File: config.mk
export PLATFORM = sky130hd
export DESIGN_NAME = stack_arithmetic_unit
export DESIGN_NICKNAME = d
export VERILOG_FILES = /design/src/design/stack_arith_pkg.sv /design/src/design/stack_alu.sv /design/src/design/stack_arithmetic_unit.sv
export SDC_FILE = /design/constraint.sdc
export NUM_CORES = 1
export LEC_CHECK = 0
export ABC_AREA = 1
export BUFFER_PORTS_ARGS = -buffer_cell sky130_fd_sc_hd__buf_2
export CAP_MARGIN = 20
export CORE_MARGIN = 3
export CORE_UTILIZATION = 38
export CTS_CLUSTER_DIAMETER = 30
export DETAILED_ROUTE_END_ITERATION = 6
export HOLD_SLACK_MARGIN = 0.1
export PLACE_DENSITY = 0.51
export SLEW_MARGIN = 20
export SYNTH_ARGS = -nofsm -noshare
export SYNTH_HDL_FRONTEND = slang
export SYNTH_HIERARCHICAL = 1
export SYNTH_SLANG_ARGS = --single-unit
File: constraint.sdc
create_clock -name mclk_in -period 61 [get_ports mclk_in]
set_input_delay 12.2 -clock mclk_in [delete_from_list [all_inputs] [get_ports mclk_in]]
set_output_delay 12.2 -clock mclk_in [all_outputs]
set_load 0.005 [all_outputs]
File: src/design/stack_arith_pkg.sv
// constants and types for the top-of-stack arithmetic datapath
// assumes a single 100 MHz clock and word-wide memory with one-cycle read
// Functional notes
// - drop top: decrement top pointer only
// - memory push: read, store above top, increment
// - add two tops, leave sum on top
// - multiply two tops, leave product on top
// - subtract: next-to-top minus top, one result
// - negate top by two's complement, depth unchanged
// - up to four top elements held internally
// - fetch from memory until operands cached (two, or one for negate and drop)
// - only memory push carries relative address
// - two packed operations run from one word
// - frame pointer oldest, top pointer current top
// - divide, keep quotient, drop remainder
// - push zero above top, increment pointer
package stack_arith_pkg;
  localparam int WORD_W = 16;
  localparam int CACHE_DEPTH = 4;
  localparam int CNT_W = 3;
  localparam int OP_W = 3;
  localparam int ADDR_W = 16;
  localparam int REL_W = 8;
  localparam logic [CNT_W-1:0] MIN_OPERANDS = 3'h2;
  localparam logic [CNT_W-1:0] ONE_CNT = 3'h1;
  localparam logic [ADDR_W-1:0] PTR_STEP = 16'h0001;
  localparam logic [WORD_W-1:0] ZERO_WORD = 16'h0000;
  localparam logic [ADDR_W-1:0] PTR_RESET = 16'h0000;
  // stack operation codes (one slot of a packed word)
  typedef enum logic [2:0] {
    NOP_OP = 3'b000,
    drop_top_op = 3'b001,
    PUSH_MEM_OP = 3'b010,
    ADD_OP = 3'b011,
    product_op = 3'b100,
    SUB_OP = 3'b101,
    NEG_OP = 3'b110,
    DIV_DROP_OP = 3'b111
  } stack_op_e;
  // packed word field positions: second op, first op, relative address
  localparam int FIRST_OP_LSB = 8;
  localparam int SECOND_OP_LSB = 11;
  localparam int REL_LSB = 0;
  localparam int PUSH_ZERO_LSB = 14;
endpackage

File: src/design/stack_alu.sv
// combinational arithmetic core for two stack operands
// assumes operands are already cached; result truncated to one word
`timescale 1ns/10ps
`default_nettype none
module stack_alu
  import stack_arith_pkg::*;
(
  // operation and operands
  input wire stack_op_e op_in,
  input wire logic [WORD_W-1:0] next_in,
  input wire logic [WORD_W-1:0] top_in,
  // result
  output logic [WORD_W-1:0] result_out
);
  logic [2*WORD_W-1:0] prod; // full product before truncation

  // arithmetic per operation, 16-bit wrap
  always_comb begin
    prod = next_in * top_in;
    result_out = top_in;
    case (op_in)
      ADD_OP: result_out = next_in + top_in;
      product_op: result_out = prod[WORD_W-1:0];
      SUB_OP: result_out = next_in - top_in;
      NEG_OP: result_out = ZERO_WORD - top_in;
      DIV_DROP_OP: begin
        // quotient only; divide by zero yields zero
        if (top_in == ZERO_WORD) begin
          result_out = ZERO_WORD;
        end else begin
          result_out = WORD_W'($signed(next_in) / $signed(top_in));
        end
      end
      default: result_out = top_in;
    endcase
  end
endmodule // stack_alu
`default_nettype wire

File: src/design/stack_arithmetic_unit.sv
// top-of-stack execution datapath with a four-entry register cache
// assumes memory answers a read in the cycle after mem_rd_out
`timescale 1ns/10ps
`default_nettype none
module stack_arithmetic_unit
  import stack_arith_pkg::*;
(
  // clock and reset
  input wire logic mclk_in,
  input wire logic rst_in,
  // instruction word and handshake
  input wire logic instr_valid_in,
  input wire logic [WORD_W-1:0] instr_in,
  output logic instr_ready_out,
  // frame pointer load
  input wire logic frame_load_in,
  input wire logic [ADDR_W-1:0] frame_in,
  // memory port
  output logic mem_rd_out,
  output logic mem_wr_out,
  output logic [ADDR_W-1:0] mem_addr_out,
  output logic [WORD_W-1:0] mem_wdata_out,
  input wire logic [WORD_W-1:0] mem_rdata_in,
  // visible state
  output logic [ADDR_W-1:0] top_ptr_out,
  output logic [ADDR_W-1:0] frame_ptr_out,
  output logic [CNT_W-1:0] cached_count_out,
  output logic [WORD_W-1:0] top_word_out
);
  typedef enum logic [2:0] {
    IDLE_ST = 3'b000,
    DECODE_ST = 3'b001,
    FILL_ST = 3'b010,
    FILL_WAIT_ST = 3'b011,
    SPILL_ST = 3'b100,
    PUSH_RD_ST = 3'b101,
    PUSH_WAIT_ST = 3'b110,
    EXEC_ST = 3'b111
  } state_e;

  state_e state_reg, state_next; // sequencer state
  logic [WORD_W-1:0] cache_reg [CACHE_DEPTH]; // index 0 is top
  logic [WORD_W-1:0] cache_next [CACHE_DEPTH];
  logic [CNT_W-1:0] cached_count_reg, cached_count_next; // cached elements
  logic [ADDR_W-1:0] top_ptr_reg, top_ptr_next; // address of top
  logic [ADDR_W-1:0] frame_ptr_reg, frame_ptr_next; // oldest of group
  logic [WORD_W-1:0] instr_reg, instr_next; // held packed word
  logic slot_reg, slot_next; // 0 first op, 1 second op
  logic rd_reg, rd_next;
  logic wr_reg, wr_next;
  logic [ADDR_W-1:0] addr_reg, addr_next;
  logic [WORD_W-1:0] wdata_reg, wdata_next;
  logic ready_reg, ready_next;
  stack_op_e cur_op; // operation of current slot
  logic [WORD_W-1:0] alu_result;
  logic [CNT_W-1:0] need_cnt; // operands required internally
  logic pushes; // op adds an element
  logic [ADDR_W-1:0] deep_addr; // memory home of deepest cached word

  // pick the slot's operation from the packed word
  always_comb begin
    if (slot_reg) begin
      cur_op = stack_op_e'(instr_reg[SECOND_OP_LSB +: OP_W]);
    end else begin
      cur_op = stack_op_e'(instr_reg[FIRST_OP_LSB +: OP_W]);
    end
  end

  // operand demand per operation
  always_comb begin
    pushes = 1'b0;
    case (cur_op)
      ADD_OP, product_op, SUB_OP, DIV_DROP_OP: need_cnt = MIN_OPERANDS;
      NEG_OP, drop_top_op: need_cnt = ONE_CNT;
      PUSH_MEM_OP: begin
        need_cnt = '0;
        pushes = 1'b1;
      end
      default: begin
        need_cnt = '0;
        pushes = instr_reg[PUSH_ZERO_LSB] & ~slot_reg; // zero push flag on first slot
      end
    endcase
    deep_addr = top_ptr_reg - ADDR_W'(cached_count_reg) + PTR_STEP;
  end

  // arithmetic core fed by the two top cache entries
  stack_alu stack_alu_inst (
    .op_in(cur_op),
    .next_in(cache_reg[1]),
    .top_in(cache_reg[0]),
    .result_out(alu_result)
  );

  // sequencer and datapath next values
  always_comb begin
    state_next = state_reg;
    cache_next = cache_reg;
    cached_count_next = cached_count_reg;
    top_ptr_next = top_ptr_reg;
    frame_ptr_next = frame_ptr_reg;
    instr_next = instr_reg;
    slot_next = slot_reg;
    rd_next = 1'b0;
    wr_next = 1'b0;
    addr_next = addr_reg;
    wdata_next = wdata_reg;
    ready_next = 1'b0;
    if (frame_load_in) begin
      frame_ptr_next = frame_in;
    end
    case (state_reg)
      IDLE_ST: begin
        ready_next = 1'b1;
        if (instr_valid_in && ready_reg) begin
          instr_next = instr_in; // single fetch, two ops
          slot_next = 1'b0;
          ready_next = 1'b0;
          state_next = DECODE_ST;
        end
      end
      DECODE_ST: begin
        if (cached_count_reg < need_cnt) begin
          // missing operand: fetch below cached words
          rd_next = 1'b1;
          addr_next = top_ptr_reg - ADDR_W'(cached_count_reg);
          state_next = FILL_WAIT_ST;
        end else if (pushes && cached_count_reg == CNT_W'(CACHE_DEPTH)) begin
          // cache full: write deepest word home first
          wr_next = 1'b1;
          addr_next = deep_addr;
          wdata_next = cache_reg[CACHE_DEPTH-1];
          state_next = SPILL_ST;
        end else if (cur_op == PUSH_MEM_OP) begin
          // relative address from frame pointer
          rd_next = 1'b1;
          addr_next = frame_ptr_reg + ADDR_W'(instr_reg[REL_LSB +: REL_W]);
          state_next = PUSH_WAIT_ST;
        end else begin
          state_next = EXEC_ST;
        end
      end
      FILL_WAIT_ST: state_next = FILL_ST;
      FILL_ST: begin
        // fetched word becomes the deepest cached element
        cache_next[cached_count_reg[1:0]] = mem_rdata_in;
        cached_count_next = cached_count_reg + ONE_CNT;
        state_next = DECODE_ST;
      end
      SPILL_ST: begin
        cached_count_next = cached_count_reg - ONE_CNT;
        state_next = DECODE_ST;
      end
      PUSH_WAIT_ST: state_next = PUSH_RD_ST;
      PUSH_RD_ST: begin
        for (int i = CACHE_DEPTH-1; i > 0; i--) begin
          cache_next[i] = cache_reg[i-1];
        end
        cache_next[0] = mem_rdata_in;
        cached_count_next = cached_count_reg + ONE_CNT;
        top_ptr_next = top_ptr_reg + PTR_STEP;
        state_next = EXEC_ST;
      end
      EXEC_ST: begin
        case (cur_op)
          drop_top_op: begin
            // memory untouched, only pointer moves
            for (int i = 0; i < CACHE_DEPTH-1; i++) begin
              cache_next[i] = cache_reg[i+1];
            end
            cached_count_next = cached_count_reg - ONE_CNT;
            top_ptr_next = top_ptr_reg - PTR_STEP;
          end
          ADD_OP, product_op, SUB_OP, DIV_DROP_OP: begin
            // two operands replaced by one result
            cache_next[0] = alu_result;
            for (int i = 1; i < CACHE_DEPTH-1; i++) begin
              cache_next[i] = cache_reg[i+1];
            end
            cached_count_next = cached_count_reg - ONE_CNT;
            top_ptr_next = top_ptr_reg - PTR_STEP;
          end
          NEG_OP: cache_next[0] = alu_result;
          PUSH_MEM_OP: ; // already completed on read
          default: begin
            if (pushes) begin
              for (int i = CACHE_DEPTH-1; i > 0; i--) begin
                cache_next[i] = cache_reg[i-1];
              end
              cache_next[0] = ZERO_WORD;
              cached_count_next = cached_count_reg + ONE_CNT;
              top_ptr_next = top_ptr_reg + PTR_STEP;
            end
          end
        endcase
        if (!slot_reg) begin
          slot_next = 1'b1; // run packed second op
          state_next = DECODE_ST;
        end else begin
          state_next = IDLE_ST;
          ready_next = 1'b1;
        end
      end
      default: state_next = IDLE_ST;
    endcase
  end

  // register all state
  always_ff @(posedge mclk_in) begin
    if (rst_in) begin
      state_reg <= IDLE_ST;
      for (int i = 0; i < CACHE_DEPTH; i++) begin
        cache_reg[i] <= ZERO_WORD;
      end
      cached_count_reg <= '0;
      top_ptr_reg <= PTR_RESET;
      frame_ptr_reg <= PTR_RESET;
      instr_reg <= ZERO_WORD;
      slot_reg <= 1'b0;
      rd_reg <= 1'b0;
      wr_reg <= 1'b0;
      addr_reg <= PTR_RESET;
      wdata_reg <= ZERO_WORD;
      ready_reg <= 1'b0;
    end else begin
      state_reg <= state_next;
      cache_reg <= cache_next;
      cached_count_reg <= cached_count_next;
      top_ptr_reg <= top_ptr_next;
      frame_ptr_reg <= frame_ptr_next;
      instr_reg <= instr_next;
      slot_reg <= slot_next;
      rd_reg <= rd_next;
      wr_reg <= wr_next;
      addr_reg <= addr_next;
      wdata_reg <= wdata_next;
      ready_reg <= ready_next;
    end
  end

  // outputs straight from flops
  assign instr_ready_out = ready_reg;
  assign mem_rd_out = rd_reg;
  assign mem_wr_out = wr_reg;
  assign mem_addr_out = addr_reg;
  assign mem_wdata_out = wdata_reg;
  assign top_ptr_out = top_ptr_reg;
  assign frame_ptr_out = frame_ptr_reg;
  assign cached_count_out = cached_count_reg;
  assign top_word_out = cache_reg[0];

  // drop moves pointer down by one
  AST_DROP_DEC: assert property (@(posedge mclk_in)
    disable iff (rst_in) (state_reg == EXEC_ST && cur_op == drop_top_op)
    |=> top_ptr_reg == $past(top_ptr_reg) - PTR_STEP)
    else $error("drop did not decrement top pointer");
  // drop leaves memory alone
  AST_DROP_NO_WR: assert property (@(posedge mclk_in)
    disable iff (rst_in) (state_reg == EXEC_ST && cur_op == drop_top_op)
    |=> !wr_reg)
    else $error("drop wrote memory");
  // add result lands on top
  AST_ADD_SUM: assert property (@(posedge mclk_in)
    disable iff (rst_in) (state_reg == EXEC_ST && cur_op == ADD_OP)
    |=> cache_reg[0] == WORD_W'($past(cache_reg[1]) + $past(cache_reg[0])))
    else $error("add result wrong");
  // product truncated to word
  AST_MUL_PROD: assert property (@(posedge mclk_in)
    disable iff (rst_in) (state_reg == EXEC_ST && cur_op == product_op)
    |=> cache_reg[0] == WORD_W'($past(cache_reg[1]) * $past(cache_reg[0])))
    else $error("product wrong");
  // subtract order next minus top
  AST_SUB_ORDER: assert property (@(posedge mclk_in)
    disable iff (rst_in) (state_reg == EXEC_ST && cur_op == SUB_OP)
    |=> cache_reg[0] == WORD_W'($past(cache_reg[1]) - $past(cache_reg[0])))
    else $error("subtract order wrong");
  // negate keeps depth
  AST_NEG_DEPTH: assert property (@(posedge mclk_in)
    disable iff (rst_in) (state_reg == EXEC_ST && cur_op == NEG_OP)
    |=> $stable(top_ptr_reg) && cache_reg[0] == WORD_W'(ZERO_WORD - $past(cache_reg[0])))
    else $error("negate wrong");
  // cache never exceeds four
  AST_CACHE_CAP: assert property (@(posedge mclk_in)
    disable iff (rst_in) cached_count_reg <= CNT_W'(CACHE_DEPTH))
    else $error("cache overflow");
  // two-operand op runs only with two cached
  AST_OPERANDS: assert property (@(posedge mclk_in)
    disable iff (rst_in) (state_reg == EXEC_ST && need_cnt == MIN_OPERANDS)
    |-> cached_count_reg >= MIN_OPERANDS)
    else $error("operand missing at execute");
  // each fill adds exactly one cached word
  AST_FILL_ONE: assert property (@(posedge mclk_in)
    disable iff (rst_in) (state_reg == FILL_ST)
    |=> cached_count_reg == $past(cached_count_reg) + ONE_CNT)
    else $error("fill count wrong");
  // memory push bumps pointer
  AST_PUSH_INC: assert property (@(posedge mclk_in)
    disable iff (rst_in) (state_reg == PUSH_RD_ST)
    |=> top_ptr_reg == $past(top_ptr_reg) + PTR_STEP && cache_reg[0] == $past(mem_rdata_in))
    else $error("push from memory wrong");
  // divide drops one element, top pointer down by one
  AST_DIV_DROP: assert property (@(posedge mclk_in)
    disable iff (rst_in) (state_reg == EXEC_ST && cur_op == DIV_DROP_OP)
    |=> top_ptr_reg == $past(top_ptr_reg) - PTR_STEP)
    else $error("divide did not drop remainder");
  // zero push leaves a zero word on top
  AST_ZERO_PUSH: assert property (@(posedge mclk_in)
    disable iff (rst_in) (state_reg == EXEC_ST && cur_op == NOP_OP && pushes)
    |=> cache_reg[0] == ZERO_WORD && top_ptr_reg == $past(top_ptr_reg) + PTR_STEP)
    else $error("zero push wrong");
  // spill writes the deepest cached word
  AST_SPILL_DATA: assert property (@(posedge mclk_in)
    disable iff (rst_in) (state_reg == SPILL_ST)
    |-> wr_reg && wdata_reg == cache_reg[CACHE_DEPTH-1])
    else $error("spill data wrong");
endmodule // stack_arithmetic_unit
`default_nettype wire

# Word level (Yosys, flattened, before mapping)
# Cells that the tools add are included.
dict set report word_totals {
  word_cells 125
  reg_bits 153
  out_inout_bits 86
}
dict set report op_classes {
  div 1
  add_sub_neg 10
  order_cmp 3
  eq_ne 23
  n_bitwise 5
  n_reduce_logical 30
  mul 1
  mux 37
}
# op count
set op_table {}
lappend op_table {{64-bit case mux with 3 select lines} 1}
lappend op_table {{16-bit 2-to-1 mux} 7}
lappend op_table {{16-bit case mux with 5 select lines} 1}
lappend op_table {{64-bit bitwise mux} 1}
lappend op_table {{64-bit 2-to-1 mux} 1}
lappend op_table {{16-bit case mux with 2 select lines} 2}
lappend op_table {{32-bit case mux with 2 select lines} 1}
lappend op_table {{16-bit case mux with 3 select lines} 1}
lappend op_table {{16-bit by 1-bit adder with 16-bit output, second input constant} 2}
lappend op_table {{16-bit demux with 2-bit select} 1}
lappend op_table {{3-bit == test, second input constant} 9}
lappend op_table {{3-bit case mux with 7 select lines} 1}
lappend op_table {{16-bit adder} 1}
lappend op_table {{16-bit by 8-bit adder with 16-bit output} 1}
lappend op_table {{16-bit by 16-bit divider with 16-bit output} 1}
lappend op_table {{16-bit logical NOT} 1}
lappend op_table {{16-bit by 16-bit multiplier with 16-bit output} 1}
lappend op_table {{1-bit by 16-bit subtractor with 16-bit output, first input constant} 1}
lappend op_table {{16-bit by 1-bit subtractor with 16-bit output, second input constant} 1}
lappend op_table {{16-bit subtractor} 1}
lappend op_table {{16-bit by 3-bit subtractor with 16-bit output} 1}
lappend op_table {{3-bit AND reduction} 5}
lappend op_table {{3-bit by 2-bit == test with 1-bit output, second input constant} 4}
lappend op_table {{3-bit 2-to-1 mux} 4}
lappend op_table {{other kinds (31)} 60}

# Depth between registers and ports, before layout
dict set report logic_depth {
  ltp_word 8
  mapped_depth 265
  mapped_depth_nobuf 259
}

# Cells and area by module
# Netlist, hierarchy kept.
# mod cells_per_inst area_each_um2 instances
set by_module_without_submodules {}
lappend by_module_without_submodules {stack_alu 2201 13460.4 1}
lappend by_module_without_submodules {stack_arithmetic_unit 1383 9255.1 1}

# Worst setup path before layout
# Ideal clock, no wire load.
dict set report synth_timing {
  path_kind {register to register}
  startpoint {reg (tool-made name)}
  endpoint {reg (tool-made name)}
  setup_time_ns 0.128
  period_less_slack_ns 27.850
  stages_incl_launch_ff 258
  required_ns 60.872
  path_slack_ns 33.150
  arrival_time_ns 27.722
  path_buffers 7
  cell_sequence {dfxtp_1 buf_4 inv_2 ha_1 nand2_2 nor2_4 nand2_2 nand2_2 nand2_1 nand2_1 nand2_2 nor2_2 nand2_2 o41ai_1 nand2_1 o21ai_0 inv_1 ha_1 [222 not listed] ha_1 nand2_1 nor2_1 nand3_1 nor2_1 nand3_1 inv_1 nand3_1 nand2_1 nand2_1 nand3_1 nand4_1 nand3_1 o211ai_1 o21ai_0 inv_1 o21ai_0 a21oi_1}
}

==> reports/metrics.cfg <==
[status]
run_status=complete, no violations

[detailed_routing]
ant_nets=0
num_vias=22400
wl_per_cell_um=17.3
drt_iter0_drc=1407
drc=0
finalWirelength_um=76100
firstDrtPassIters=6
vias_per_cell=5.09

[worst_setup_path]
r2r_slack_ns=25.00
criticalPathCategory=register to register
arrival_ns=36.32
reg2reg_depth=243
critPathMostFrequentCell=nand2_1
crit_path_top_delay_cell=nand2_1
crit_family=simple AND/OR/NAND/NOR gates
cp.depth=243
crit_fanout=28
start_kind=register
cp.required_ns=61.31
critical_path_buf_inv_count=18
setup.worst_path.end_class=register
slowest_delay_ns=0.72

[cells_and_area]
fin_nets=4006
drive_above_1_share_pct=11.4
syn_to_final_growth_pct=7.92

[floorplan]
coreArea_mm2=0.0585
die-area_mm2=0.0627
die_h_um=250
row_count=88
die-width_um=250
initial_utilization_pct=38.9
io_pins=138

[clock_network]
numCtsBuffers=17
clock_path_buffers=2
cts_setup_buffers=0
cts.hold.buffers_added=0
cts_tree=built
clkTransAtPathRegs_ns=0.08
htree_levels=4
cts_sinks=153
cts_root_buf=clkbuf_16
post_cts_resized=0
clk-insertion-delay-late_ns=0.45

[worst_hold_path]
min_to=mem_wdata_out[15]$_SDFFE_PP0P_
hp-start=mem_wdata_out[15]$_SDFFE_PP0P_
hold_depth=2
hold_class=register to register

[yosys]
synth_top_area_share_pct=13.5
synth-seq-area-share_pct=13.5
synthesis.nets=3959
yosysWarnings=6
syn_inst=3584
synth_area_leader_cell=dfxtp_1
yosys-top-cells-area=dfxtp_1, nand2_1, ha_1
syn-cell-area_mm2=0.0227
ys_ff_latch=153
synth-edff-count=0
synth_most_common_cell=nand2_1
avgSynthCellArea_um2=6.34
synth.distinct_cells=68
async_flop_share_pct=0
ys.flop_type=dfxtp_1
synth.top_cells.by_count=nand2_1, inv_1, o21ai_0

[sta]
tightest_slew_ns=1.05
tns_ns=0
maxSlewViolCount=0
maxSlewHeadroom_pct=30.2
min_period_over_period_pct=59.0
skew_ns=0.0149
hold_viol=0
rsz0062_at_grt=false
fmax_mhz=27.8
final-setup-viol-count=0
fin_crit_ns=36.00
holdWs_ns=0.442

[placed_design]
port_buffers=136
place.gp.congestion=0.951
dpl.hpwl_um=58400

[global_route]
gr-total-overflow=0
grt_pass1_vias=21900
antenna_found_initial=10
grt_usage_pct=24.3
grt_pass1_wl_um=122000
grt_max_degree=69

[run]
cap_violations=0

==> metal layers <==
metal / vias up / GRT usage (%) / wire length, um
met2: 493 / 43.7 / 37400
met1: 10200 / 29.8 / 33100
met5: - / 0 / 83
li1: 11600 / - / -
met3: 112 / 3.38 / 3280
met4: 14 / 7.80 / 2290
==> final cells by class <==
class	instances	area, um2
Fill cell	6464	34000
Multi-Input combinational cell	2664	16500
Sequential cell	153	3060
Inverter	617	2320
Timing Repair Buffer	178	996
Tap cell	765	957
Clock buffer	18	439
Clock inverter	14	201
Antenna cell	3	7.51
==> per-stage QoR <==
step / worst slack, ns / area (um2) / utilization, % / instances
6_report: 25.00 / 24500 / 41.9 / 4412
3_5_place_dp: 24.97 / 23900 / 40.8 / 4377
2_1_floorplan: 33.15 / 22700 / - / 3584
3_3_place_gp: 25.01 / 23900 / 40.8 / 4377
5_1_grt: 20.46 / 24500 / 41.9 / 4410
4_1_cts: 24.80 / 24500 / 41.9 / 4409
==> tightest hold or removal path, stage by stage, from the launching register on <==
cell     delay [ns]
dfxtp_1        0.31
inv_1          0.04
a21oi_1        0.05
==> cell usage in the layout, fill, tap and decap left out, types with 70 or more instances in the layout <==
cell     count
a21oi_1    230
buf_2      136
dfxtp_1    153
fa_1        84
ha_1       239
inv_1      583
nand2_1    815
nand3_1    217
nor2_1     253
o21ai_0    257
xnor2_1     70
==> cell families after synthesis <==
kind of cell | count (synthesis) | synth area share, %
xor+xnor | 128 | 5.00
fa+ha+maj | 323 | 20.6
flops | 153 | 13.5
compound gates | 723 | 18.5
simple gates | 1489 | 28.5
mux | 1 | 0.0441
buf+inv | 767 | 13.8
==> worst max-delay path by stage <==
stage | start | to | slack, ns
after global placement | register | register | 25.01
final | register | register | 25.00
after global routing | register | register | 20.46
after floorplan | register | register | 33.15
after CTS | register | register | 24.80
after detailed placement | register | register | 24.97
Power is not shown: default switching activity piles up to over one toggle a cycle in this logic, so the estimate is an artifact.
